===== src/rtl/pio_pkg.sv =====
/*
 pio_pkg: register offsets, reset values and widths for the parallel
 i/o line controller.
 assumes a 32-bit classic wishbone slave with byte addressing.
*/
package pio_pkg;
   localparam int PIO_LINES = 32;
   localparam int PIO_AW = 8;
   // register byte offsets
   localparam logic [7:0] PIO_CTRL_EN = 8'h00;
   localparam logic [7:0] PIO_CTRL_DIS = 8'h04;
   localparam logic [7:0] PIO_FSEL_ST = 8'h08;
   localparam logic [7:0] PIO_OE_EN = 8'h10;
   localparam logic [7:0] PIO_OE_DIS = 8'h14;
   localparam logic [7:0] PIO_OE_ST = 8'h18;
   localparam logic [7:0] PIO_OUT_SET = 8'h30;
   localparam logic [7:0] PIO_OUT_CLR = 8'h34;
   localparam logic [7:0] PIO_OUT_ST = 8'h38;
   localparam logic [7:0] PIO_PIN_ST = 8'h3C;
   localparam logic [7:0] PIO_MD_EN = 8'h50;
   localparam logic [7:0] PIO_MD_DIS = 8'h54;
   localparam logic [7:0] PIO_MD_ST = 8'h58;
   localparam logic [7:0] PIO_PU_DIS = 8'h60;
   localparam logic [7:0] PIO_PU_EN = 8'h64;
   localparam logic [7:0] PIO_PU_ST = 8'h68;
   localparam logic [7:0] PIO_A_SEL = 8'h70;
   localparam logic [7:0] PIO_B_SEL = 8'h74;
   localparam logic [7:0] PIO_AB_ST = 8'h78;
   localparam logic [7:0] PIO_OW_EN = 8'hA0;
   localparam logic [7:0] PIO_OW_DIS = 8'hA4;
   localparam logic [7:0] PIO_OW_ST = 8'hA8;
   // reset values
   localparam logic [31:0] PIO_RST_ZERO = 32'h0000_0000;
   localparam logic [31:0] PIO_FSEL_RST = 32'hFFFF_FFFF;
   localparam logic [31:0] PIO_MUXED_DEF = 32'hFFFF_FFFF;
endpackage


===== src/rtl/pio_wr_if.sv =====
/*
 pio_wr_if: decoded register write strobes from bus slave to core.
 assumes one clock domain.
*/
`timescale 1ns/100ps
interface pio_wr_if;
   logic we;
   logic [7:0] addr;
   logic [31:0] data;
   modport src
   (
      output we,
      output addr,
      output data
   );
   modport dst
   (
      input we,
      input addr,
      input data
   );
endinterface


===== src/rtl/pio_line_ctrl.sv =====
/*
 pio_line_ctrl: 32-line parallel i/o control with wishbone registers.
 assumes classic wishbone master, pins and two peripherals outside.
*/
// Local design decisions: the address map and the Wishbone interface to the registers.
// How it works
// - pull-up enable clears, disable sets status
// - pull-up status 1 means disabled
// - pull-up works any function; resets 0
// - ctrl enable/disable set/clear function select
// - unmuxed lines ignore select, read 1
// - function select reset is product constant
// - a/b select writes clear/set choice
// - choice steers outputs only; inputs see pin
// - choice status resets to zero
// - a/b writes act whatever line assignment
// - peripheral lines driven by chosen peripheral
// - output enable/disable set/clear status
// - set/clear output write data status
// - output writes stored while peripheral owns
// - direct data write only masked bits
// - mask enable/disable; mask resets zero
// - multidrive drives only low, releases high
// - multidrive set/clear any assignment, resets zero
// - config writes work with clock stopped
// - pin sampling only while clock enabled
// - no interrupt while clock disabled
// - 32-bit registers, bit n is line n
// - pin status shows held sampled levels
`timescale 1ns/100ps
module pio_line_ctrl
   import pio_pkg::*;
#(
   parameter logic [31:0] MUXED = PIO_MUXED_DEF,
   parameter logic [31:0] FSEL_RESET = PIO_FSEL_RST
)
(
   input wire logic clock,
   input wire logic resetn,
   input wire logic periph_clk_en,
   input wire logic wb_cyc_i,
   input wire logic wb_stb_i,
   input wire logic wb_we_i,
   input wire logic [PIO_AW-1:0] wb_adr_i,
   input wire logic [3:0] wb_sel_i,
   input wire logic [31:0] wb_dat_i,
   output logic [31:0] wb_dat_o,
   output logic wb_ack_o,
   input wire logic [31:0] pin_in,
   output logic [31:0] pin_out,
   output logic [31:0] pin_oe_n,
   output logic [31:0] pullup_on,
   input wire logic [31:0] periph_a_out,
   input wire logic [31:0] periph_a_oe,
   input wire logic [31:0] periph_b_out,
   input wire logic [31:0] periph_b_oe,
   output logic [31:0] periph_pin_in,
   output logic ctrl_irq
);
   pio_wr_if wr ();
   logic [31:0] function_select_status;
   logic [31:0] periph_choice_status;
   logic [31:0] output_status_reg;
   logic [31:0] output_data_status;
   logic [31:0] out_write_mask_status;
   logic [31:0] multidrive_status_reg;
   logic [31:0] pullup_status_reg;
   logic [31:0] pin_level_status;
   logic [31:0] wmask;
   logic [31:0] d;
   logic [31:0] next_rdata;
   logic [31:0] next_out;
   logic [31:0] next_oe_n;
   logic hit;

   // ------------------------------------------------------------
   // bus slave: one wait state, ack drops after one cycle
   // ------------------------------------------------------------
   assign hit = wb_cyc_i && wb_stb_i && !wb_ack_o;

   always_ff @(posedge clock or negedge resetn)
   begin
      if (!resetn)
         wb_ack_o <= 1'b0;
      else
         wb_ack_o <= hit;
   end

   genvar gi;
   generate
      for (gi = 0; gi < 4; gi++)
      begin : g_lane
         assign wmask[gi*8 +: 8] = {8{wb_sel_i[gi]}};
      end
   endgenerate

   assign wr.we = hit && wb_we_i;
   assign wr.addr = {wb_adr_i[7:2], 2'b00};
   assign wr.data = wb_dat_i & wmask;
   assign d = wr.data;

   always_comb
   begin
      next_rdata = PIO_RST_ZERO;
      if (wr.addr == PIO_FSEL_ST)
         next_rdata = function_select_status;
      else if (wr.addr == PIO_OE_ST)
         next_rdata = output_status_reg;
      else if (wr.addr == PIO_OUT_ST)
         next_rdata = output_data_status;
      else if (wr.addr == PIO_PIN_ST)
         next_rdata = pin_level_status;
      else if (wr.addr == PIO_MD_ST)
         next_rdata = multidrive_status_reg;
      else if (wr.addr == PIO_PU_ST)
         next_rdata = pullup_status_reg;
      else if (wr.addr == PIO_AB_ST)
         next_rdata = periph_choice_status;
      else if (wr.addr == PIO_OW_ST)
         next_rdata = out_write_mask_status;
   end

   always_ff @(posedge clock or negedge resetn)
   begin
      if (!resetn)
         wb_dat_o <= PIO_RST_ZERO;
      else if (hit && !wb_we_i)
         wb_dat_o <= next_rdata;
   end

   // ------------------------------------------------------------
   // configuration registers, clocked on the bus clock
   // ------------------------------------------------------------
   // the bus clock runs regardless of periph_clk_en
   always_ff @(posedge clock or negedge resetn)
   begin
      if (!resetn)
         pullup_status_reg <= PIO_RST_ZERO;
      else if (wr.we && wr.addr == PIO_PU_EN)
         pullup_status_reg <= pullup_status_reg & ~d;
      else if (wr.we && wr.addr == PIO_PU_DIS)
         pullup_status_reg <= pullup_status_reg | d;
   end

   always_ff @(posedge clock or negedge resetn)
   begin
      if (!resetn)
         function_select_status <= FSEL_RESET | ~MUXED;
      else if (wr.we && wr.addr == PIO_CTRL_EN)
         function_select_status <= function_select_status | d;
      else if (wr.we && wr.addr == PIO_CTRL_DIS)
         function_select_status <= (function_select_status & ~d)
            | ~MUXED;
   end

   always_ff @(posedge clock or negedge resetn)
   begin
      if (!resetn)
         periph_choice_status <= PIO_RST_ZERO;
      else if (wr.we && wr.addr == PIO_A_SEL)
         periph_choice_status <= periph_choice_status & ~d;
      else if (wr.we && wr.addr == PIO_B_SEL)
         periph_choice_status <= periph_choice_status | d;
   end

   always_ff @(posedge clock or negedge resetn)
   begin
      if (!resetn)
         output_status_reg <= PIO_RST_ZERO;
      else if (wr.we && wr.addr == PIO_OE_EN)
         output_status_reg <= output_status_reg | d;
      else if (wr.we && wr.addr == PIO_OE_DIS)
         output_status_reg <= output_status_reg & ~d;
   end

   always_ff @(posedge clock or negedge resetn)
   begin
      if (!resetn)
         output_data_status <= PIO_RST_ZERO;
      else if (wr.we && wr.addr == PIO_OUT_SET)
         output_data_status <= output_data_status | d;
      else if (wr.we && wr.addr == PIO_OUT_CLR)
         output_data_status <= output_data_status & ~d;
      else if (wr.we && wr.addr == PIO_OUT_ST)
         output_data_status <= (output_data_status
            & ~(out_write_mask_status & wmask))
            | (d & out_write_mask_status);
   end

   always_ff @(posedge clock or negedge resetn)
   begin
      if (!resetn)
         out_write_mask_status <= PIO_RST_ZERO;
      else if (wr.we && wr.addr == PIO_OW_EN)
         out_write_mask_status <= out_write_mask_status | d;
      else if (wr.we && wr.addr == PIO_OW_DIS)
         out_write_mask_status <= out_write_mask_status & ~d;
   end

   always_ff @(posedge clock or negedge resetn)
   begin
      if (!resetn)
         multidrive_status_reg <= PIO_RST_ZERO;
      else if (wr.we && wr.addr == PIO_MD_EN)
         multidrive_status_reg <= multidrive_status_reg | d;
      else if (wr.we && wr.addr == PIO_MD_DIS)
         multidrive_status_reg <= multidrive_status_reg & ~d;
   end

   // ------------------------------------------------------------
   // pin input sampling
   // ------------------------------------------------------------
   pio_sync #(
      .WIDTH(PIO_LINES)
   ) u_sync (
      .clock(clock),
      .resetn(resetn),
      .sample_en(periph_clk_en),
      .pin_async(pin_in),
      .pin_level(pin_level_status)
   );

   // ------------------------------------------------------------
   // output multiplexing per line
   // ------------------------------------------------------------
   always_comb
   begin
      next_out = '0;
      next_oe_n = '1;
      for (int i = 0; i < PIO_LINES; i++)
      begin
         logic o;
         logic e;
         o = 1'b0;
         e = 1'b0;
         if (function_select_status[i])
         begin
            o = output_data_status[i];
            e = output_status_reg[i];
         end
         else if (periph_choice_status[i])
         begin
            o = periph_b_out[i];
            e = periph_b_oe[i];
         end
         else
         begin
            o = periph_a_out[i];
            e = periph_a_oe[i];
         end
         if (multidrive_status_reg[i])
         begin
            e = e && !o;
            o = 1'b0;
         end
         next_out[i] = o;
         next_oe_n[i] = !e;
      end
   end

   always_ff @(posedge clock or negedge resetn)
   begin
      if (!resetn)
      begin
         pin_out <= '0;
         pin_oe_n <= '1;
         pullup_on <= '1;
         periph_pin_in <= '0;
         ctrl_irq <= 1'b0;
      end
      else
      begin
         pin_out <= next_out;
         pin_oe_n <= next_oe_n;
         pullup_on <= ~pullup_status_reg;
         periph_pin_in <= pin_level_status;
         ctrl_irq <= 1'b0;
      end
   end
endmodule


===== src/rtl/pio_sync.sv =====
/*
 pio_sync: two flip-flop synchroniser per pin, gated by the controller
 clock enable so the last sampled level is held while stopped.
 assumes async pins.
*/
`timescale 1ns/100ps
module pio_sync
   import pio_pkg::*;
#(
   parameter int WIDTH = PIO_LINES
)
(
   input wire logic clock,
   input wire logic resetn,
   input wire logic sample_en,
   input wire logic [WIDTH-1:0] pin_async,
   output logic [WIDTH-1:0] pin_level
);
   logic [WIDTH-1:0] meta;
   // -------------------------------------------------
   // two stage crossing, held when clock disabled
   // -------------------------------------------------
   always_ff @(posedge clock or negedge resetn)
   begin
      if (!resetn)
      begin
         meta <= '0;
         pin_level <= '0;
      end
      else if (sample_en)
      begin
         meta <= pin_async;
         pin_level <= meta;
      end
   end
endmodule


===== config.mk =====
export PLATFORM = sky130hd
export DESIGN_NAME = pio_line_ctrl
export DESIGN_NICKNAME = d
export VERILOG_FILES = /design/src/rtl/pio_pkg.sv /design/src/rtl/pio_wr_if.sv /design/src/rtl/pio_line_ctrl.sv /design/src/rtl/pio_sync.sv
export SDC_FILE = /design/constraint.sdc
export NUM_CORES = 1
export LEC_CHECK = 0
export ABC_AREA = 1
export BUFFER_PORTS_ARGS = -buffer_cell sky130_fd_sc_hd__buf_2
export CAP_MARGIN = 20
export CORE_UTILIZATION = 56
export CTS_CLUSTER_DIAMETER = 120
export DETAILED_ROUTE_END_ITERATION = 8
export MAX_ROUTING_LAYER = met4
export PLACE_DENSITY = 0.8
export SKIP_LAST_GASP = 1
export SYNTH_ARGS = -nofsm -noshare
export SYNTH_HDL_FRONTEND = slang
export SYNTH_SLANG_ARGS = --single-unit

===== constraint.sdc =====
create_clock -name clock -period 1.7 [get_ports clock]
set_input_delay 0.17 -clock clock [delete_from_list [all_inputs] [get_ports clock]]
set_output_delay 0.17 -clock clock [all_outputs]
set_load 0.02 [all_outputs]

# Word-level counts from Yosys, hierarchy flattened
# Cells that the tools add are included.
# Widths: inputs -> output; s select.
# totals
ff_bits	449
input_bits	210
output_inout_bits	162
word_cells	398
# op_classes
eq_ne	21
muxes	215
bitwise	22
n_reduce_logical	125
# op_table
op	count
$mux 32	23
$and 32x32->32	11
$or 32x32->32	8
$mux 1	192
$not 32->32	3
$logic_not 1->1	66
$eq 6x5->1 const B	9
$logic_and 1x1->1	51
$eq 6x4->1 const B	4
$eq 6x3->1 const B	3
$eq 6x6->1 const B	3
$reduce_bool 2->1	6
$logic_not 8->1	1
$eq 6x1->1 const B	1
$eq 6x2->1 const B	1
$reduce_bool 3->1	1

# Logic depth before layout (Yosys ltp)
# Gate-level depths: netlist (run 1).
# logic_depth
ltp_word	9
depth_mapped	13
mapped_depth_nobuf	11

# Modules after synthesis
# Synthesis (run 1) repeated with hierarchy kept, for this count alone.
# hier_totals
cells_unflattened	2629
area_unflattened_um2	20810.0
# modules_own_cells
mod	instances	cells_per_inst	area_per_inst_um2
pio_line_ctrl	1	2359	18363.9
pio_sync	1	270	2446.1

# Worst setup path before layout (run 1)
# OpenSTA, ideal clock, no wires.
# synth_path
path_kind	reg2reg
startpoint	register wb_ack_o
endpoint	register output_data_status[25]
setup_ns	0.113
t_arrival_ns	1.562
required_ns	1.587
slack_ns	0.025
path_stages_with_launch	13
n_path_buf	2
cell_sequence	dfrtp_1 > nor2_2 > nand2_1 > inv_2 > nand2_2 > inv_2 > o21ai_2 > buf_2 > buf_2 > nor2_1 > nand2_1 > nand2_1 > inv_1
# synth_via
elab_chain_len	6
word_cells_on_any_way	9
# synth_rtl
item	line	source
start, declared	pio_line_ctrl.sv:48	output logic wb_ack_o,
start signal, assigned	pio_line_ctrl.sv:86	wb_ack_o <= hit;
$logic_not 1->1 (*)	pio_line_ctrl.sv:79	assign hit = wb_cyc_i && wb_stb_i && !wb_ack_o;
$logic_and 1x1->1 (*)	pio_line_ctrl.sv:79	
net hit	pio_line_ctrl.sv:74	logic hit;
$logic_and 1x1->1 (*)	pio_line_ctrl.sv:97	assign wr.we = hit && wb_we_i;
$logic_and 1x1->1	pio_line_ctrl.sv:182	else if (wr.we && wr.addr == PIO_OUT_CLR)
$mux 32	pio_line_ctrl.sv:182	
$mux 32	pio_line_ctrl.sv:180	else if (wr.we && wr.addr == PIO_OUT_SET)
end signal, assigned	pio_line_ctrl.sv:181	output_data_status <= output_data_status | d;
end signal, assigned	pio_line_ctrl.sv:183	output_data_status <= output_data_status & ~d;
end signal, assigned	pio_line_ctrl.sv:185	output_data_status <= (output_data_status
end, declared	pio_line_ctrl.sv:64	logic [31:0] output_data_status;
# Mark *: on every way through the listed nets, which the timed path passes. The rest lies on a longest branch.
# A chain may end at the register's enable or synchronous reset.

==> impl_metrics.ini, run 1 <==
[final_layout]
final_layout_size_suffix_gt1_share_pct = 26.4
mostFrequentLayoutCells = nand2_1 (765), buf_2 (366), dfrtp_1 (353)
finalNetCount = 3416
final_util_pct = 75.7
layout_commonest_cell = nand2_1
syn2layout_area_growth_pct = 32.7
final_area_sq_um = 27800
layout.cells.non_filler = 3720

[clock_network]
cts_tree = done
clk_latency_ns = 0.58
cts.sinks = 449
cts_buffers = 46
root_buffer = clkbuf_16
cts_buffer_depth = 3
path_clk_slew_ns = 0.06
ctsHtreeMaxLevel = 2

[worst_setup_path]
cp-end-kind = flop
path_delay_family = buffers and inverters
cp.buffers_inverters = 5
cpPeakStageDelay_ns = 0.41
cp.arrival_ns = 2.27
cp_common_cell = buf_6
crit_slowest_cell = dfrtp_1
cp.required_ns = 2.18
path_class = reg -> reg
path_cells = nor2_4 > nand2_2 > inv_2 > buf_6 > buf_6 > nand4_1 > buf_6 > buf_12 > nor2_4 > nor2_1 > a21oi_2
start_kind = flop
critPathMaxFanout = 7

[place]
portBuffers = 368
placed_cells = 3497
place_congestion = 0.937
dp_hpwl_mm = 46.5
dpl_cell_area_sq_um = 24100

[drt]
dr_total_vias = 21200
first_iter_violations = 2093
route.detailed.drc = 0
dr.pass1.iters = 6
wire_per_inst_um = 19.5
routed_wl_mm = 72.6
post_drt_via_cell_ratio = 5.71
ant_nets = 0

[power_and_ir_drop]
p_per_area_nw_per_um2 = 903
ir_drop_mv = 0.876
leakage_nw = 13.9
power_mw = 25.1

[synthesis]
synth_area_sq_um = 20900
synth_top_area_share_pct = 42.2
synth_warnings = 0
syn_nets = 2892
synthTopCellsByArea = dfrtp_1 (42%), nand2_1 (15%), dfstp_2 (12%)
synth_xor_xnor_area_share_pct = 0
synth.area.mux_share_pct = 0.0538
ys_ff_latch = 449
synthSimpleGateAreaFrac_pct = 23.6
synth_compound_area_share_pct = 13.6
syn_area_per_cell_sq_um = 7.80
postSynthCellCount = 2682
seq_area_frac_synth_pct = 54.3
synth_top_family_by_area = simple AND/OR/NAND/NOR gates
yosysTopAreaCell = dfrtp_1
ys_types = 25
synth_fa_ha_area_share_pct = 0

[die]
io_pins = 372
core_area_sq_um = 36700
dieArea_sq_um = 38100
num_rows = 70
start_util_pct = 57.0
dieWidth_um = 195
die_y_um = 195

[sta]
tightest_slew_ns = 0.766
slew_headroom_pct = 48.9
grt_setup_unrepaired = true
fin_crit_ns = 1.78
final.setup.worst_slack_ns = -0.0845
finalHoldViolCount = 0
max_freq_mhz = 560
min_period_over_period_pct = 105
slew_viol_final = 0
skew_ns = 0.0235
finalSetupViolations = 91

[global_route]
antenna_found_initial = 8
grt_util_all_layers_pct = 38.2
grt_overflow = 0
grt_pass1_wl_mm = 110
grt_max_degree = 73
grt_pass1_vias = 20900

[outcome]
status = finished, violations left
violations = setup timing

[job]
cap_violations = 0

[hold_path]
worst_hold_path_type = in -> reg
## final timing paths
path	slack [ns]	endpoint	depth (start not counted)	from
max	-0.08	flop	11	wb_ack_o
min	0.01	pin_out[17]	5	periph_a_out[17]
max reg2reg	-0.08	flop	11	wb_ack_o
min reg2reg	0.38	periph_pin_in[30]	0	u_sync.pin_level[30]
max in group asynchronous	0.78	pin_oe_n[29]	4	resetn
min in group asynchronous	0.08	periph_pin_in[6]	2	resetn
## kinds of logic after synthesis
logic type / count (synthesis)
AO/OA/AOI/OAI: 545
buffers and inverters: 456
flip-flops: 449
multiplexers: 1
other: 1
AND/OR/NAND/NOR: 1230
## power by group
group / internal (mW) / switching [mW] / total (mW)
Clock: 6.41 / 4.30 / 10.7
Combinational: 1.02 / 1.69 / 2.71
Sequential: 11.3 / 0.359 / 11.7
Total: 18.7 / 6.35 / 25.1
## layout make-up
cell class,instances,area (sq um)
Clock inverter,17,231
Fill cell,2550,8920
Clock buffer,69,1390
Antenna cell,8,20.0
Timing Repair Buffer,591,4430
Inverter,340,1290
Tap cell,468,586
Sequential cell,449,11400
Multi-Input combinational cell,1778,8470
## through the flow
stage               setup TNS [ns]  setup WS, ns  hold WS (ns)
floorplan                        0        0.0251        -0.126
global placement            -12.47        -0.199        0.0902
detailed placement          -23.20        -0.282        0.0908
CTS                         -0.146       -0.0244      0.000324
global route                -11.21        -0.156        0.0330
finish                       -3.15       -0.0845        0.0112
## metal layers
metal  wire (um)  global-route usage [%]
met3        7040                    6.68
met4        5340                    25.3
met2       34000                    60.4
met1       26200                    45.0
met5           0                       -
## Yosys cell counts
cell type,count
a21oi_1,157
buf_1,10
buf_2,31
buf_4,1
clkbuf_1,74
conb_1,1
dfrtp_1,353
dfstp_2,96
inv_1,336
inv_2,4
mux2_2,1
nand2_1,814
nand2_2,2
nand3_1,102
nand4_1,35
nor2_1,236
nor2_2,6
nor3_1,1
nor3_2,2
o21ai_0,301
o21ai_1,53
o21ai_2,1
o221ai_1,32
o31a_1,1
or2_2,32
## worst register-to-register path, cell delays in order (launching register included)
cell and delay, ns:
dfrtp_1 0.41, nor2_4 0.16, nand2_2 0.08, inv_2 0.09
buf_6 0.11, buf_6 0.10, nand4_1 0.11, buf_6 0.18
buf_12 0.16, nor2_4 0.11, nor2_1 0.06, a21oi_2 0.14
## repair_timing
action                                  in CTS  in global routing
endpoints found under the setup margin     176                145
resized for setup                           29                250
setup buffers                                4                 10
pin swaps                                    3                 21
cloned                                       3                  8
hold buffers                               107                  0
endpoints found under the hold margin      294                  0
Note: power is estimated with default switching activity, not from simulation.
==> run 2, diff against run 1 <==
- CORE_UTILIZATION: 56 -> 60
- PLACE_DENSITY: 0.8 -> 0.85
- clock period: 1.7 -> 2.2 ns (I/O delays scaled with it)
==> run 2 against run 1 <==
Effect of this change: the run now ends clean; global-route usage is 2.2 points higher; non-clock buffer count is 58 lower; fmax is 18% lower; via count is 0.65% lower; utilization is 0.55 points higher; critical path type unchanged.
==> impl_metrics.ini, run 2 (synthesis gave the netlist of run 1 again) <==
[global_route]
grt_pass1_vias = 20900
antenna_found_initial = 7
grt_pass1_wl_mm = 108
grt_util_all_layers_pct = 40.4
grt_max_degree = 72
grt_overflow = 0

[clock_network]
cts_tree = done
ctsHtreeMaxLevel = 2
root_buffer = clkbuf_16
cts_setup_buffers = 0
cts.sinks = 449
cts_buffers = 46
clk_latency_ns = 0.58
path_clk_slew_ns = 0.06
cts_buffer_depth = 3

[worst_setup_path]
cp.required_ns = 2.72
cp.arrival_ns = 2.69
start_kind = flop
critPathMaxFanout = 16
path_class = reg -> reg
cp-end-kind = flop

[die]
core_area_sq_um = 34500
dieArea_sq_um = 35600
dieWidth_um = 189
io_pins = 372
num_rows = 68
die_y_um = 189
start_util_pct = 60.7

[drt]
dr.pass1.iters = 6
route.detailed.drc = 0
post_drt_via_cell_ratio = 5.78
ant_nets = 0
dr_total_vias = 21100
routed_wl_mm = 69.5
wire_per_inst_um = 19.0
first_iter_violations = 2039

[final_layout]
layout_commonest_cell = nand2_1
syn2layout_area_growth_pct = 25.5
layout.cells.non_filler = 3649
mostFrequentLayoutCells = nand2_1 (812), buf_2 (366), dfrtp_1 (353)
multi_input_area_sq_um = 7920
regArea_sq_um = 11400
final_util_pct = 76.2
finalNetCount = 3358
n_fill_cell = 2367
final_layout_size_suffix_gt1_share_pct = 21.2

[job]
cap_violations = 0

[sta]
slew_headroom_pct = 30.4
tightest_slew_ns = 1.04
hold_slack_ns = 0.0263
max_freq_mhz = 462
min_period_over_period_pct = 98.4
fin_crit_ns = 2.16
skew_ns = 0.0265
finalHoldViolCount = 0
grt_setup_unrepaired = true
slew_viol_final = 0
final.setup.tns_ns = 0
finalSetupViolations = 0

[power_and_ir_drop]
p_per_area_nw_per_um2 = 731
leakage_nw = 13.2
ir_drop_mv = 0.571

[hold_path]
worst_hold_path_type = in -> reg

[place]
placed_cells = 3465
dp_hpwl_mm = 44.4
portBuffers = 368
place_congestion = 0.948

[outcome]
status = complete, no violations
==> run 2: layer usage <==
metal	part of all wire, %	GRT usage [%]
met4	7.6	28.5
met1	35	47.7
met3	10	8.03
met5	0	-
met2	47	62.2
==> run 2: critical path: stages (launching register included) <==
cell and delay (ns):
dfrtp_1 0.38, nor2_2 0.13, nand2_1 0.18, inv_2 0.15, nand2_2 0.13, nor2_2 0.84, a21oi_1 0.10, nand2_1 0.10
nand2_1 0.06, inv_1 0.05
==> run 2: report_power, final <==
| group | leakage (nW) | switching [mW] | total (mW) | internal (mW) |
|---|---|---|---|---|
| registers | 5.36 | 0.281 | 9.01 | 8.73 |
| clock network | 0.791 | 3.30 | 8.23 | 4.93 |
| logic | 7.10 | 1.25 | 1.97 | 0.718 |
| total | 13.2 | 4.83 | 19.2 | 14.4 |
==> run 2: through the flow <==
step | cell area [sq um] | worst slack, ns | power [mW]
6_report | 26300 | 0.0359 | 19.2
5_1_grt | 26300 | -0.0399 | 19.8
4_1_cts | 26200 | 0.0936 | 19.2
3_5_place_dp | 23800 | 0.156 | 10.9
3_3_place_gp | 23800 | 0.230 | 10.8
2_1_floorplan | 20900 | 0.525 | 9.99
==> run 2: repair_timing <==
action	in CTS	in global routing
hold buffers	89	0
resized for setup	0	1
setup endpoints to repair	0	13
hold endpoints to repair	151	0
==> run 2: worst paths after layout <==
kind	start	endpoint	slack [ns]	depth (start not counted)
setup / recovery	wb_ack_o	output_data_status[6]	0.04	9
hold / removal	periph_a_oe[19]	pin_oe_n[19]	0.03	4
setup reg to reg	wb_ack_o	output_data_status[6]	0.04	9
hold reg to reg	flop	pullup_on[0]	0.39	1
max in group asynchronous	resetn	pin_oe_n[27]	1.10	4
min in group asynchronous	resetn	u_sync.pin_level[8]	0.16	2
==> run 2: area by class of cell <==
type / instances / share of cell area (%)
tap: 455 / 2.17
clock buffer: 71 / 5.27
sequential: 449 / 43.2
timing repair buffer: 533 / 13.4
antenna: 9 / 0.0857
inverter: 340 / 4.86
multi-input combinational: 1778 / 30.1
clock inverter: 14 / 0.814
